<file path="config.mk">
export PLATFORM = sky130hd
export DESIGN_NAME = pipe_hazard_ctrl
export DESIGN_NICKNAME = d
export VERILOG_FILES = /design/src/rtl/pipe_hazard_pkg.sv /design/src/rtl/pipe_hazard_ctrl.sv
export VERILOG_INCLUDE_DIRS = /design/src /design/src/rtl
export SDC_FILE = /design/constraint.sdc
export NUM_CORES = 1
export LEC_CHECK = 0
export BUFFER_PORTS_ARGS = -buffer_cell sky130_fd_sc_hd__buf_4
export CAP_MARGIN = 10
export CORE_MARGIN = 4
export CORE_UTILIZATION = 45
export CTS_CLUSTER_SIZE = 14
export DETAILED_ROUTE_END_ITERATION = 7
export PLACE_DENSITY = 0.64
export RECOVER_POWER = 100
export SKIP_LAST_GASP = 1
export SLEW_MARGIN = 20
export SYNTH_ARGS = -nofsm -noshare
export SYNTH_HDL_FRONTEND = slang
export SYNTH_SLANG_ARGS = --single-unit
</file>
<file path="constraint.sdc">
create_clock -name CLK_I -period 2.9 [get_ports CLK_I]
set_input_delay 0.58 -clock CLK_I [delete_from_list [all_inputs] [get_ports CLK_I]]
set_output_delay 0.58 -clock CLK_I [all_outputs]
set_load 0.01 [all_outputs]
</file>
<file path="src/rtl/pipe_hazard_regs.svh">
// Offsets, field positions, reset values and codes of the hazard controller.
`ifndef PIPE_HAZARD_REGS_SVH
`define PIPE_HAZARD_REGS_SVH
// ****************************************************************
// Register byte offsets on the bus.
// ****************************************************************
`define OFS_CTRL        8'h00
`define OFS_STATUS      8'h04
`define OFS_BANK_BASE   8'h08
`define OFS_STACK_PTR   8'h0c
`define OFS_STATUS_WORD 8'h10
`define OFS_PORT_VIEW   8'h14
// ****************************************************************
// Control fields and reset value.
// ****************************************************************
`define CTRL_RUN_BIT    0
`define CTRL_CLR_BIT    1
`define CTRL_RESET      32'h0000_0001
// ****************************************************************
// Core register identities written by the execute stage.
// ****************************************************************
`define ID_BANK_BASE    4'h0
`define ID_PAGE0        4'h1
`define ID_STACK_PTR    4'h5
`define ID_STATUS_WORD  4'h6
`define ID_SYS_CONFIG   4'h7
`define ID_BUS_PROPS    4'h8
`define ID_ADDR_WINDOW  4'h9
`define ID_PORT_DIR     4'ha
`define ID_PORT_LATCH   4'hb
`define ID_LAST         4'hb
// ****************************************************************
// Status word and system configuration fields.
// ****************************************************************
`define PSW_IEN_BIT     11
`define PSW_LVL_LSB     12
`define SYSCFG_ROM_BIT  10
// ****************************************************************
// Bus request lanes, highest priority first.
// ****************************************************************
`define REQ_WRITE       0
`define REQ_FETCH       1
`define REQ_READ        2
`endif

</file>
<file path="src/rtl/pipe_hazard_pkg.sv">
// Types shared by the pipeline hazard controller.
package pipe_hazard_pkg;
    typedef logic [3:0] sfr_id_t;
    // Register write made by the instruction in execute.
    typedef struct packed {
        logic        valid;
        sfr_id_t     id;
        logic [15:0] data;
    } exe_wr_s;
    // Pointer and stack usage of the instruction in decode.
    typedef struct packed {
        logic        uses_bank;
        logic        uses_page;
        logic [1:0]  page_sel;
        logic        stack_pop;
        logic        sfr_read;
        sfr_id_t     sfr_id;
        logic        tests_flags;
    } dec_use_s;
endpackage

</file>
<file path="src/rtl/pipe_hazard_ctrl.sv">
// Hazard control of a four-stage core pipeline with an AHB-Lite view.
//
// The AHB-Lite slave port and the register addresses were chosen for this implementation.
`include "pipe_hazard_regs.svh"
module pipe_hazard_ctrl
    import pipe_hazard_pkg::*;
(
    // Clock and reset.
    input  wire logic        CLK_I,
    input  wire logic        RST_B_I,
    // Pipeline stepping from the core.
    input  wire logic        ADV_I,
    input  wire logic        FETCH_VALID_I,
    input  wire logic        ABS_BRANCH_I,
    input  wire exe_wr_s     EXE_WR_I,
    input  wire logic        FLAG_WR_I,
    input  wire logic [3:0]  FLAG_VAL_I,
    input  wire dec_use_s    DEC_USE_I,
    // Interrupt request and bus requests.
    input  wire logic        IRQ_I,
    input  wire logic [3:0]  IRQ_LVL_I,
    input  wire logic [2:0]  BUS_REQ_I,
    input  wire logic [15:0] PORT_PIN_I,
    // Results towards the core.
    output logic [15:0]      DEC_PTR_O,
    output logic [15:0]      POP_SP_O,
    output logic [15:0]      PUSH_SP_O,
    output logic             IRQ_ACK_O,
    output logic [2:0]       BUS_GNT_O,
    output logic [15:0]      PORT_DIR_O,
    output logic [15:0]      PORT_RD_O,
    output logic [15:0]      SYS_CFG_O,
    output logic [31:0]      BUS_AREA_O,
    output logic             ROM_FETCH_EN_O,
    output logic             STALL_HALF_O,
    output logic             STALL_FULL_O,
    output logic             RETIRE_O,
    // AHB-Lite slave.
    input  wire logic        HSEL,
    input  wire logic [31:0] HADDR,
    input  wire logic [1:0]  HTRANS,
    input  wire logic        HWRITE,
    input  wire logic [2:0]  HSIZE,
    input  wire logic [31:0] HWDATA,
    input  wire logic        HREADY,
    output logic [31:0]      HRDATA,
    output logic             HREADYOUT,
    output logic             HRESP
);
    localparam int NREG = 12;              // Number of tracked registers.
    // ****************************************************************
    // Pointer decode shared by selection and hazard counting.
    // ****************************************************************
    // Returns the register a decode-stage address calculation reads.
    function automatic sfr_id_t ptr_id(input dec_use_s u);
        if (u.uses_page) begin
            ptr_id = sfr_id_t'(`ID_PAGE0 + {2'b00, u.page_sel});
        end else begin
            ptr_id = `ID_BANK_BASE;
        end
    endfunction
    // ****************************************************************
    // Register state.
    // ****************************************************************
    logic [15:0] arch [NREG];              // Current values.
    logic [15:0] lag [NREG];               // Values one instruction old.
    logic [15:0] next_arch [NREG];
    logic [15:0] next_lag [NREG];
    logic [3:0]  stage;                    // Fetch..writeback occupancy.
    logic [3:0]  next_stage;
    logic        rom_en;                   // Mapped ROM fetch permitted.
    logic        next_rom_en;
    logic [15:0] haz_cnt;                  // Stale pointer uses seen.
    logic [15:0] next_haz_cnt;
    logic [31:0] ctrl;                     // Software control word.
    logic [31:0] next_ctrl;
    logic        adv;                      // Pipeline step this cycle.
    logic        wr_ok;                    // Execute write hits a register.
    logic        bus_wr;                   // Control word bus write in data phase.
    logic        bus_wr_q;                 // Captured address phase write.
    logic [7:0]  bus_addr_q;               // Captured address phase offset.
    logic [15:0] pin_s1;                   // Pin sync, first stage.
    logic [15:0] pin_s2;                   // Pin sync, second stage.
    logic [15:0] pin_s3;                   // Pin sync, third stage.
    logic [15:0] pin_ok;                   // Accepted pin level.
    assign adv    = ADV_I && ctrl[`CTRL_RUN_BIT];
    assign wr_ok  = EXE_WR_I.valid && (EXE_WR_I.id <= `ID_LAST);
    assign bus_wr = bus_wr_q && (bus_addr_q == `OFS_CTRL);
    // Next register values: execute writes land, lagged copies follow.
    always_comb begin
        for (int i = 0; i < NREG; i++) begin
            next_arch[i] = arch[i];
            next_lag[i]  = lag[i];
            if (adv) begin
                next_lag[i] = arch[i];
                if (wr_ok && EXE_WR_I.id == sfr_id_t'(i)) begin
                    next_arch[i] = EXE_WR_I.data;
                end
            end
        end
        // Implicit flag updates lose to an explicit status word write.
        if (adv && FLAG_WR_I &&
            !(wr_ok && EXE_WR_I.id == `ID_STATUS_WORD)) begin
            next_arch[`ID_STATUS_WORD][3:0] = FLAG_VAL_I;
        end
        next_stage  = adv ? {stage[2:0], FETCH_VALID_I} : stage;
        // ROM mapping only counts once an absolute branch executes.
        next_rom_en = (adv && ABS_BRANCH_I) ?
                      lag[`ID_SYS_CONFIG][`SYSCFG_ROM_BIT] : rom_en;
        next_haz_cnt = haz_cnt;
        if (bus_wr && HWDATA[`CTRL_CLR_BIT]) begin
            next_haz_cnt = '0;
        end
        // Count a decode pointer read that misses the execute write.
        if (adv && wr_ok && (DEC_USE_I.uses_bank || DEC_USE_I.uses_page)
            && EXE_WR_I.id == ptr_id(DEC_USE_I)) begin
            next_haz_cnt = haz_cnt + 16'h0001;
        end
        next_ctrl = bus_wr ? {30'h0, 1'b0, HWDATA[`CTRL_RUN_BIT]} : ctrl;
    end
    // Registers the state group.
    always_ff @(posedge CLK_I or negedge RST_B_I) begin
        if (!RST_B_I) begin
            for (int i = 0; i < NREG; i++) begin
                arch[i] <= 16'h0000;
                lag[i]  <= 16'h0000;
            end
            stage   <= 4'h0;
            rom_en  <= 1'b0;
            haz_cnt <= 16'h0000;
            ctrl    <= `CTRL_RESET;
        end else begin
            arch    <= next_arch;
            lag     <= next_lag;
            stage   <= next_stage;
            rom_en  <= next_rom_en;
            haz_cnt <= next_haz_cnt;
            ctrl    <= next_ctrl;
        end
    end
    // ****************************************************************
    // Pin synchroniser: a change counts once stages two and three agree.
    // ****************************************************************
    always_ff @(posedge CLK_I or negedge RST_B_I) begin
        if (!RST_B_I) begin
            pin_s1 <= 16'h0000;
            pin_s2 <= 16'h0000;
            pin_s3 <= 16'h0000;
            pin_ok <= 16'h0000;
        end else begin
            pin_s1 <= PORT_PIN_I;
            pin_s2 <= pin_s1;
            pin_s3 <= pin_s2;
            pin_ok <= (pin_s2 == pin_s3) ? pin_s3 : pin_ok;
        end
    end
    // ****************************************************************
    // Registered outputs towards the core.
    // ****************************************************************
    logic [15:0] n_dec_ptr, n_pop_sp, n_push_sp, n_port_rd;
    logic [2:0]  n_gnt;
    logic        n_ack, n_half, n_full;
    // Computes the pointer, stack, ack, grant, port read and stall results for the next edge.
    always_comb begin
        // Decode reads current values, so the write in execute is unseen.
        n_dec_ptr = arch[ptr_id(DEC_USE_I)];
        n_pop_sp  = arch[`ID_STACK_PTR];
        // Stack writes take the execute value straight away.
        n_push_sp = (wr_ok && EXE_WR_I.id == `ID_STACK_PTR) ?
                    EXE_WR_I.data : arch[`ID_STACK_PTR];
        // Prioritisation runs on the status word one instruction old.
        n_ack = adv && IRQ_I && lag[`ID_STATUS_WORD][`PSW_IEN_BIT] &&
                (IRQ_LVL_I > lag[`ID_STATUS_WORD][`PSW_LVL_LSB +: 4]);
        // Fixed bus priority: write, then fetch, then read.
        n_gnt = 3'b000;
        if (BUS_REQ_I[`REQ_WRITE]) begin
            n_gnt[`REQ_WRITE] = 1'b1;
        end else if (BUS_REQ_I[`REQ_FETCH]) begin
            n_gnt[`REQ_FETCH] = 1'b1;
        end else if (BUS_REQ_I[`REQ_READ]) begin
            n_gnt[`REQ_READ] = 1'b1;
        end
        // Whole-word port read: latch for outputs, pin level for inputs.
        n_port_rd = (lag[`ID_PORT_DIR] & arch[`ID_PORT_LATCH]) |
                    (~lag[`ID_PORT_DIR] & pin_ok);
        // Half cycle for reading a register just written, full for flags.
        n_half = DEC_USE_I.sfr_read && wr_ok &&
                 EXE_WR_I.id == DEC_USE_I.sfr_id;
        n_full = DEC_USE_I.tests_flags && (FLAG_WR_I ||
                 (wr_ok && EXE_WR_I.id == `ID_STATUS_WORD));
    end
    // Registers the core-facing results.
    always_ff @(posedge CLK_I or negedge RST_B_I) begin
        if (!RST_B_I) begin
            DEC_PTR_O      <= 16'h0000;
            POP_SP_O       <= 16'h0000;
            PUSH_SP_O      <= 16'h0000;
            IRQ_ACK_O      <= 1'b0;
            BUS_GNT_O      <= 3'b000;
            PORT_DIR_O     <= 16'h0000;
            PORT_RD_O      <= 16'h0000;
            SYS_CFG_O      <= 16'h0000;
            BUS_AREA_O     <= 32'h0000_0000;
            ROM_FETCH_EN_O <= 1'b0;
            STALL_HALF_O   <= 1'b0;
            STALL_FULL_O   <= 1'b0;
            RETIRE_O       <= 1'b0;
        end else begin
            DEC_PTR_O      <= n_dec_ptr;
            POP_SP_O       <= n_pop_sp;
            PUSH_SP_O      <= n_push_sp;
            IRQ_ACK_O      <= n_ack;
            BUS_GNT_O      <= n_gnt;
            PORT_DIR_O     <= lag[`ID_PORT_DIR];
            PORT_RD_O      <= n_port_rd;
            SYS_CFG_O      <= lag[`ID_SYS_CONFIG];
            BUS_AREA_O     <= {lag[`ID_ADDR_WINDOW],
                               lag[`ID_BUS_PROPS]};
            ROM_FETCH_EN_O <= rom_en;
            STALL_HALF_O   <= n_half;
            STALL_FULL_O   <= n_full;
            RETIRE_O       <= adv && stage[3];
        end
    end
    // ****************************************************************
    // AHB-Lite slave: zero wait states, always OKAY.
    // ****************************************************************
    logic        addr_ph;                  // Valid address phase.
    logic [31:0] rd_mux;                   // Read value by offset.
    assign addr_ph = HSEL && HREADY && HTRANS[1];
    // Selects the read value; unmapped offsets read zero.
    always_comb begin
        unique case (HADDR[7:0])
            `OFS_CTRL:        rd_mux = ctrl;
            `OFS_STATUS:      rd_mux = {haz_cnt, 12'h000, stage};
            `OFS_BANK_BASE:   rd_mux = {16'h0000, arch[`ID_BANK_BASE]};
            `OFS_STACK_PTR:   rd_mux = {16'h0000, arch[`ID_STACK_PTR]};
            `OFS_STATUS_WORD: rd_mux = {16'h0000, arch[`ID_STATUS_WORD]};
            `OFS_PORT_VIEW:   rd_mux = {lag[`ID_PORT_DIR], PORT_RD_O};
            default:          rd_mux = 32'h0000_0000;
        endcase
    end
    // Captures the address phase and loads read data for the data phase.
    always_ff @(posedge CLK_I or negedge RST_B_I) begin
        if (!RST_B_I) begin
            bus_wr_q   <= 1'b0;
            bus_addr_q <= 8'h00;
            HRDATA     <= 32'h0000_0000;
            HREADYOUT  <= 1'b1;
            HRESP      <= 1'b0;
        end else begin
            bus_wr_q   <= addr_ph && HWRITE;
            bus_addr_q <= HADDR[7:0];
            HRDATA     <= (addr_ph && !HWRITE) ? rd_mux : 32'h0000_0000;
            HREADYOUT  <= 1'b1;
            HRESP      <= 1'b0;
        end
    end
endmodule // pipe_hazard_ctrl

</file>
==> impl_metrics.yaml, run 1 <==
run_status:
  outcome: "complete, but fails checks"
  violations: "max-capacitance violations, max-slew violations"
global_route:
  grt_max_degree: 81
  grt_pass1_vias: 12900
  gr-total-overflow: 0
  grt_usage_pct: 20.5
  grt_pass1_wl_mm: 76.1
  grt_antenna_before_repair: 0
floorplan:
  dieHeight_um: 219
  fp.dieW_um: 219
  row_count: 76
  die-area_um2: 47800
  coreArea_um2: 43500
  boundaryPins: 308
  start_util_pct: 45.9
detailed_routing:
  vias_per_cell: 5.28
  drt-total-wl_mm: 48.7
  drcViolationCount: 0
  drt-wirelength-per-cell_um: 20.9
  vias: 12300
  drt_iter0_markers: 1023
  ant_nets: 0
  drt_pre_antenna_iters: 5
clocking:
  clkLatencyLatePin_ns: 0.58
  cts_resized: 0
  cts_sinks: 524
  cts_buffer_depth: 3
  htreeDepth: 2
  numCtsBuffers: 53
  cts.clk_slew.worst_paths_ns: 0.06
  cts_root_buffer: "clkbuf_16"
  postCtsSetupBuffers: 0
  cts_tree: "done"
worst_setup_path:
  slowest_stage: "dfstp_1"
  crit_buf_inv: 2
  start_kind: "flip-flop"
  r2r_slack_ns: 0.40
  cp_data_required_time_ns: 3.36
  cp_cell_sequence: "nand2_1 > clkbuf_1 > nor2_1 > clkbuf_2 > mux2_2"
  ff2ff_path_depth: 5
  crit_fanout: 22
  cp_slowest_stage_delay_ns: 0.57
  rr_endpoint: "arch[90]"
  end_kind: "flip-flop"
  path_class: "flip-flop to flip-flop"
  rr_startpoint: "ctrl[0]"
  crit_family: "buffers and inverters"
  arrival_ns: 2.96
worst_hold_path:
  hold_depth: 1
  worstHoldPathType: "input port to flip-flop"
  min-delay-start: "PORT_PIN_I[2]"
  min_to: "pin_s1[2]"
timing:
  period_needed_ns: 2.50
  drv_slew: 81
  worst_slew_pin_slew_ns: 1.83
  timing.slew.headroom_pct: -21.9
  setup_viol: 0
  setup_tns_ns: 0
  finClkSkew_ns: 0.00971
  max_freq_mhz: 400
  period_share_pct: 86.1
  rsz0062_at_grt: "no"
  hold_viol: 0
placed_design:
  io_buffers: 246
  gp_congestion: 0.831
  hpwl_mm: 33.3
  placed_cells: 2230
synth:
  synth-seq-area-share_pct: 65.7
  syn_inst: 1445
  synth_seq_cells: 524
  synth-edff-count: 0
  yosysWarnings: 0
  async_reset_ff_share_pct: 100
  synth_cell_type_count: 63
  synth_area_um2: 20000
  syn_area_per_cell_um2: 13.8
  synth_top_flop_cell: "dfrtp_1"
  syn_nets: 1589
job:
  cap_viol_max_count: 2
pwr:
  p_leak_uw: 0.0114
  cellPowerDensity_nw_per_um2: 737
  max-vdd-ir-drop_mv: 0.491
layout:
  layout_common_cells: "dfrtp_1, mux2_2, nand2_1"
  layout-drive-gt1-share_pct: 26.9
  layout.cells.most_common: "dfrtp_1"
  final_cells: 2330
  syn2layout_area_growth_pct: 18.4
  fin_nets: 1845
[flip-flops by register name, indices dropped and copies added (netlist names), 3 cells and up]
| name | flops |
|---|---|
| BUS_AREA_O | 32 |
| BUS_GNT_O | 3 |
| DEC_PTR_O | 16 |
| HRDATA | 32 |
| POP_SP_O | 16 |
| PORT_DIR_O | 16 |
| PORT_RD_O | 16 |
| PUSH_SP_O | 16 |
| SYS_CFG_O | 16 |
| arch | 176 |
| bus_addr_q | 8 |
| haz_cnt | 16 |
| lag | 69 |
| n_pop_sp | 16 |
| pin_ok | 16 |
| pin_s1 | 16 |
| pin_s2 | 16 |
| pin_s3 | 16 |
| stage | 4 |
[per-stage QoR]
step | util, % | hold WS [ns] | setup WS, ns | instance area (µm²) | power, µW
2_1_floorplan | - | 0.284 | 0.687 | 20000 | 9540
3_3_place_gp | 51.9 | 0.332 | 0.369 | 22500 | 10500
5_1_grt | 54.4 | 0.0887 | 0.304 | 23600 | 18200
3_5_place_dp | 51.9 | 0.335 | 0.304 | 22500 | 10600
6_report | 54.4 | 0.121 | 0.402 | 23600 | 17400
4_1_cts | 56.2 | 0.0607 | 0.680 | 24400 | 17800
[worst max-delay path by stage]
| stage | start | to | slack (ns) | cells past startpoint |
|---|---|---|---|---|
| after global placement | EXE_WR_I[19] | n_pop_sp[9] | 0.37 | 5 |
| after CTS | ctrl[0] | arch[7] | 0.68 | 5 |
| final | ctrl[0] | arch[90] | 0.40 | 5 |
| after detailed placement | DEC_USE_I[7] | haz_cnt[4] | 0.30 | 7 |
| after floorplan | DEC_USE_I[7] | haz_cnt[10] | 0.69 | 8 |
| after global routing | RST_B_I | arch[159] | 0.30 | 3 |
[area by class of cell]
| cell class | count | area (µm²) |
|---|---|---|
| repair buffers | 287 | 1550 |
| clock inverters | 21 | 299 |
| diodes | 1 | 2.50 |
| flip-flops and latches | 524 | 13100 |
| fillers | 3817 | 19800 |
| multi-input cells | 825 | 6340 |
| well taps | 585 | 732 |
| inverters | 10 | 37.5 |
| clock buffers | 77 | 1560 |
[cell families after synthesis]
family | after synthesis | share of synthesized area (%)
flops | 524 | 65.7
simple gates | 375 | 8.35
mux | 290 | 17.1
compound gates | 133 | 5.31
buf+inv | 96 | 2.23
xor+xnor | 19 | 0.834
fa+ha+maj | 6 | 0.376
other cells | 2 | 0.0376
[report_power, final]
group	internal [µW]	switching [µW]	total, µW
logic	746	867	1610
clock network	4350	2820	7170
registers	8110	523	8630
[Yosys cell counts, types with 8 or more instances]
library cell  count  area share (%)
dfrtp_1         523              66
mux2_2          253              14
nand2_1         238             4.5
nor2_1           52            0.98
clkbuf_1         50            0.94
buf_2            23            0.58
mux2i_1          20             1.0
a22oi_1          19            0.71
a21o_1           18            0.68
xnor2_1          18            0.79
a211oi_1         16            0.60
a221oi_1         16            0.70
mux4_2           16             1.8
nor3_1           13            0.33
a222oi_1         12            0.60
o21ai_0          12            0.30
buf_4            11            0.41
nand4_1          11            0.34
a21oi_1          10            0.25
nand3_1          10            0.25
inv_1             9            0.17
nor2b_1           8            0.25
[repair_timing]
action	CTS	global route
hold buffers	1	0
hold endpoints to repair	50	0
setup endpoints to repair	0	0
[layer usage]
layer,vias up,global-route usage (%),wire (µm)
li1,5559,-,-
met1,6371,29.4,22100
met2,301,32.9,23300
met3,72,3.30,2200
met4,0,5.86,1160
met5,-,0,0
Note: power is estimated with default switching activity, not from simulation.
==> inputs of run 2 (changes only) <==
- CORE_ASPECT_RATIO: not set -> 2
==> run 2 against run 1 <==
  * The flow now finishes without violations
  * Sequential share of layout area is 1.3 points higher
  * First-iteration DRC count is 38% lower
  * Combinational power hardly changed
  * Count of clock-buffer cells in the layout is 12 lower
  * Register-to-register slack worse by 0.03 ns
  * Utilization is 1.5 points lower
  * Die area is 0.43% higher
  * Fmax is 1.0% lower
  * Critical path depth is 1 lower
  * Design area is 2.3% lower
  * Non-clock buffer count stayed put
  * Critical path type unchanged
  * Critical endpoint is now n_pop_sp[6]
  * Highest routed layer unchanged
==> impl_metrics.yaml, run 2 (same netlist as run 1, synthesis figures left out) <==
run_status:
  outcome: "completed"
clocking:
  htreeDepth: 2
  cts_tree: "done"
  cts_resized: 0
  cts_root_buffer: "clkbuf_16"
  cts_buffer_depth: 3
  clkLatencyLatePin_ns: 0.57
  numCtsBuffers: 46
  cts.clk_slew.worst_paths_ns: 0.06
  cts_sinks: 524
timing:
  hold_viol: 0
  timing.slew.headroom_pct: 6.11
  setup_viol: 0
  worst_slew_pin_slew_ns: 1.41
  rsz0062_at_grt: "no"
  drv_slew: 0
  period_share_pct: 87.0
  max_freq_mhz: 396
  setup_tns_ns: 0
  period_needed_ns: 2.52
  finClkSkew_ns: 0.0170
detailed_routing:
  vias: 12300
  drt_iter0_markers: 630
  ant_nets: 0
  drt_pre_antenna_iters: 7
  drt-wirelength-per-cell_um: 22.2
  drt-total-wl_mm: 50.5
  drcViolationCount: 0
  vias_per_cell: 5.41
layout:
  reg_top3: "arch x176, lag x69"
  final_cells: 2272
  seqCellArea_um2: 13100
  layout_common_cells: "dfrtp_1, mux2_2, nand2_1"
  largest_register_ff_count: 176
  nFillCells: 3824
  multi_input_area_um2: 6340
  fin_nets: 1838
  layout-drive-gt1-share_pct: 26.0
  layout.cells.most_common: "dfrtp_1"
  largest_register: "arch"
  syn2layout_area_growth_pct: 15.7
worst_setup_path:
  end_kind: "flip-flop"
  start_kind: "flip-flop"
  cp_data_required_time_ns: 3.34
  cp_slowest_stage_delay_ns: 0.91
  crit_buf_inv: 1
  crit_fanout: 26
  slowest_stage: "nor3_1"
  path_class: "flip-flop to flip-flop"
  cp_cell_sequence: "nand2_4 > nor3_1 > buf_12 > mux2_2"
  r2r_slack_ns: 0.38
  crit_family: "simple AND/OR/NAND/NOR gates"
  arrival_ns: 2.96
placed_design:
  hpwl_mm: 35.7
  placed_cells: 2195
  io_buffers: 246
  gp_congestion: 0.882
pwr:
  swShare_pct: 24.9
  power_frac_comb_pct: 10.0
  seqPwrFrac_pct: 53.3
  p_int_uw: 12100
  cellPowerDensity_nw_per_um2: 700
  p_leak_uw: 0.0112
  p_switching_uw: 4030
  p_clk_share_pct: 36.7
  max-vdd-ir-drop_mv: 0.515
  p_total_uw: 16200
floorplan:
  die-area_um2: 48000
  dieHeight_um: 306
  coreArea_um2: 43600
  boundaryPins: 308
  fp.dieW_um: 157
  start_util_pct: 45.7
  row_count: 108
worst_hold_path:
  worstHoldPathType: "input port to flip-flop"
global_route:
  grt_pass1_vias: 13200
  grt_usage_pct: 21.3
  grt_max_degree: 85
  grt_pass1_wl_mm: 78.7
  grt_antenna_before_repair: 1
  gr-total-overflow: 0
job:
  cap_viol_max_count: 0
run 2: changes by cell type in the layout (fill, tap and decap cells not counted), moves of 3 or more:
| cell | change |
|---|---|
| clkinv_2 | -3 |
| clkbuf_1 | +3 |
| buf_4 | -6 |
| clkbuf_16 | -9 |
| clkbuf_2 | +4 |
| bufinv_16 | -5 |
| clkinvlp_4 | -3 |
| buf_12 | -3 |
run 2: what timing repair did:
action	CTS	global route
endpoints found under the hold margin	6	0
hold buffers	1	0
endpoints found under the setup margin	0	0
setup buffers	0	0
run 2: layer usage:
layer | track usage [%] | vias to the layer above | share of wire (%)
met5 | 0 | - | 0
met4 | 8.93 | 0 | 4.7
met3 | 2.55 | 104 | 3.9
met2 | 38.1 | 319 | 53
met1 | 25.8 | 6355 | 38
li1 | - | 5522 | -
run 2: cell type report:
| cell class | instances | share of cell area, % |
|---|---|---|
| diodes | 1 | 0.0108 |
| clock buffers | 65 | 5.64 |
| clock inverters | 10 | 0.515 |
| inverters | 10 | 0.163 |
| multi-input cells | 825 | 27.4 |
| flip-flops and latches | 524 | 56.8 |
| well taps | 550 | 2.98 |
| repair buffers | 287 | 6.46 |
run 2: worst paths after layout:
path / startpoint / endpoint / depth (start not counted)
max: ctrl[0] / n_pop_sp[6] / 4
min reg2reg: pin_s1[15] / pin_s2[15] / 0
min in group asynchronous: RST_B_I / BUS_GNT_O[1] / 2
max reg2reg: ctrl[0] / n_pop_sp[6] / 4
min: PORT_PIN_I[2] / pin_s1[2] / 1
max in group asynchronous: RST_B_I / arch[35] / 3
run 2: power groups by stage:
stage,clock network [µW],logic (µW),registers [µW]
after floorplan,0,869,8680
after global placement,0,1810,8740
after detailed placement,0,1870,8770
after CTS,6080,1880,8640
after global routing,6360,1800,8710
final,5930,1620,8620
run 2: through the flow:
stage / util [%] / hold slack (ns) / area, µm² / worst slack [ns]
after floorplan: - / 0.284 / 20000 / 0.687
after global placement: 51.6 / 0.334 / 22500 / 0.443
after detailed placement: 51.6 / 0.335 / 22500 / 0.389
after CTS: 54.8 / 0.0959 / 23900 / 0.514
after global routing: 52.9 / 0.125 / 23100 / 0.235
final: 52.9 / 0.144 / 23100 / 0.376
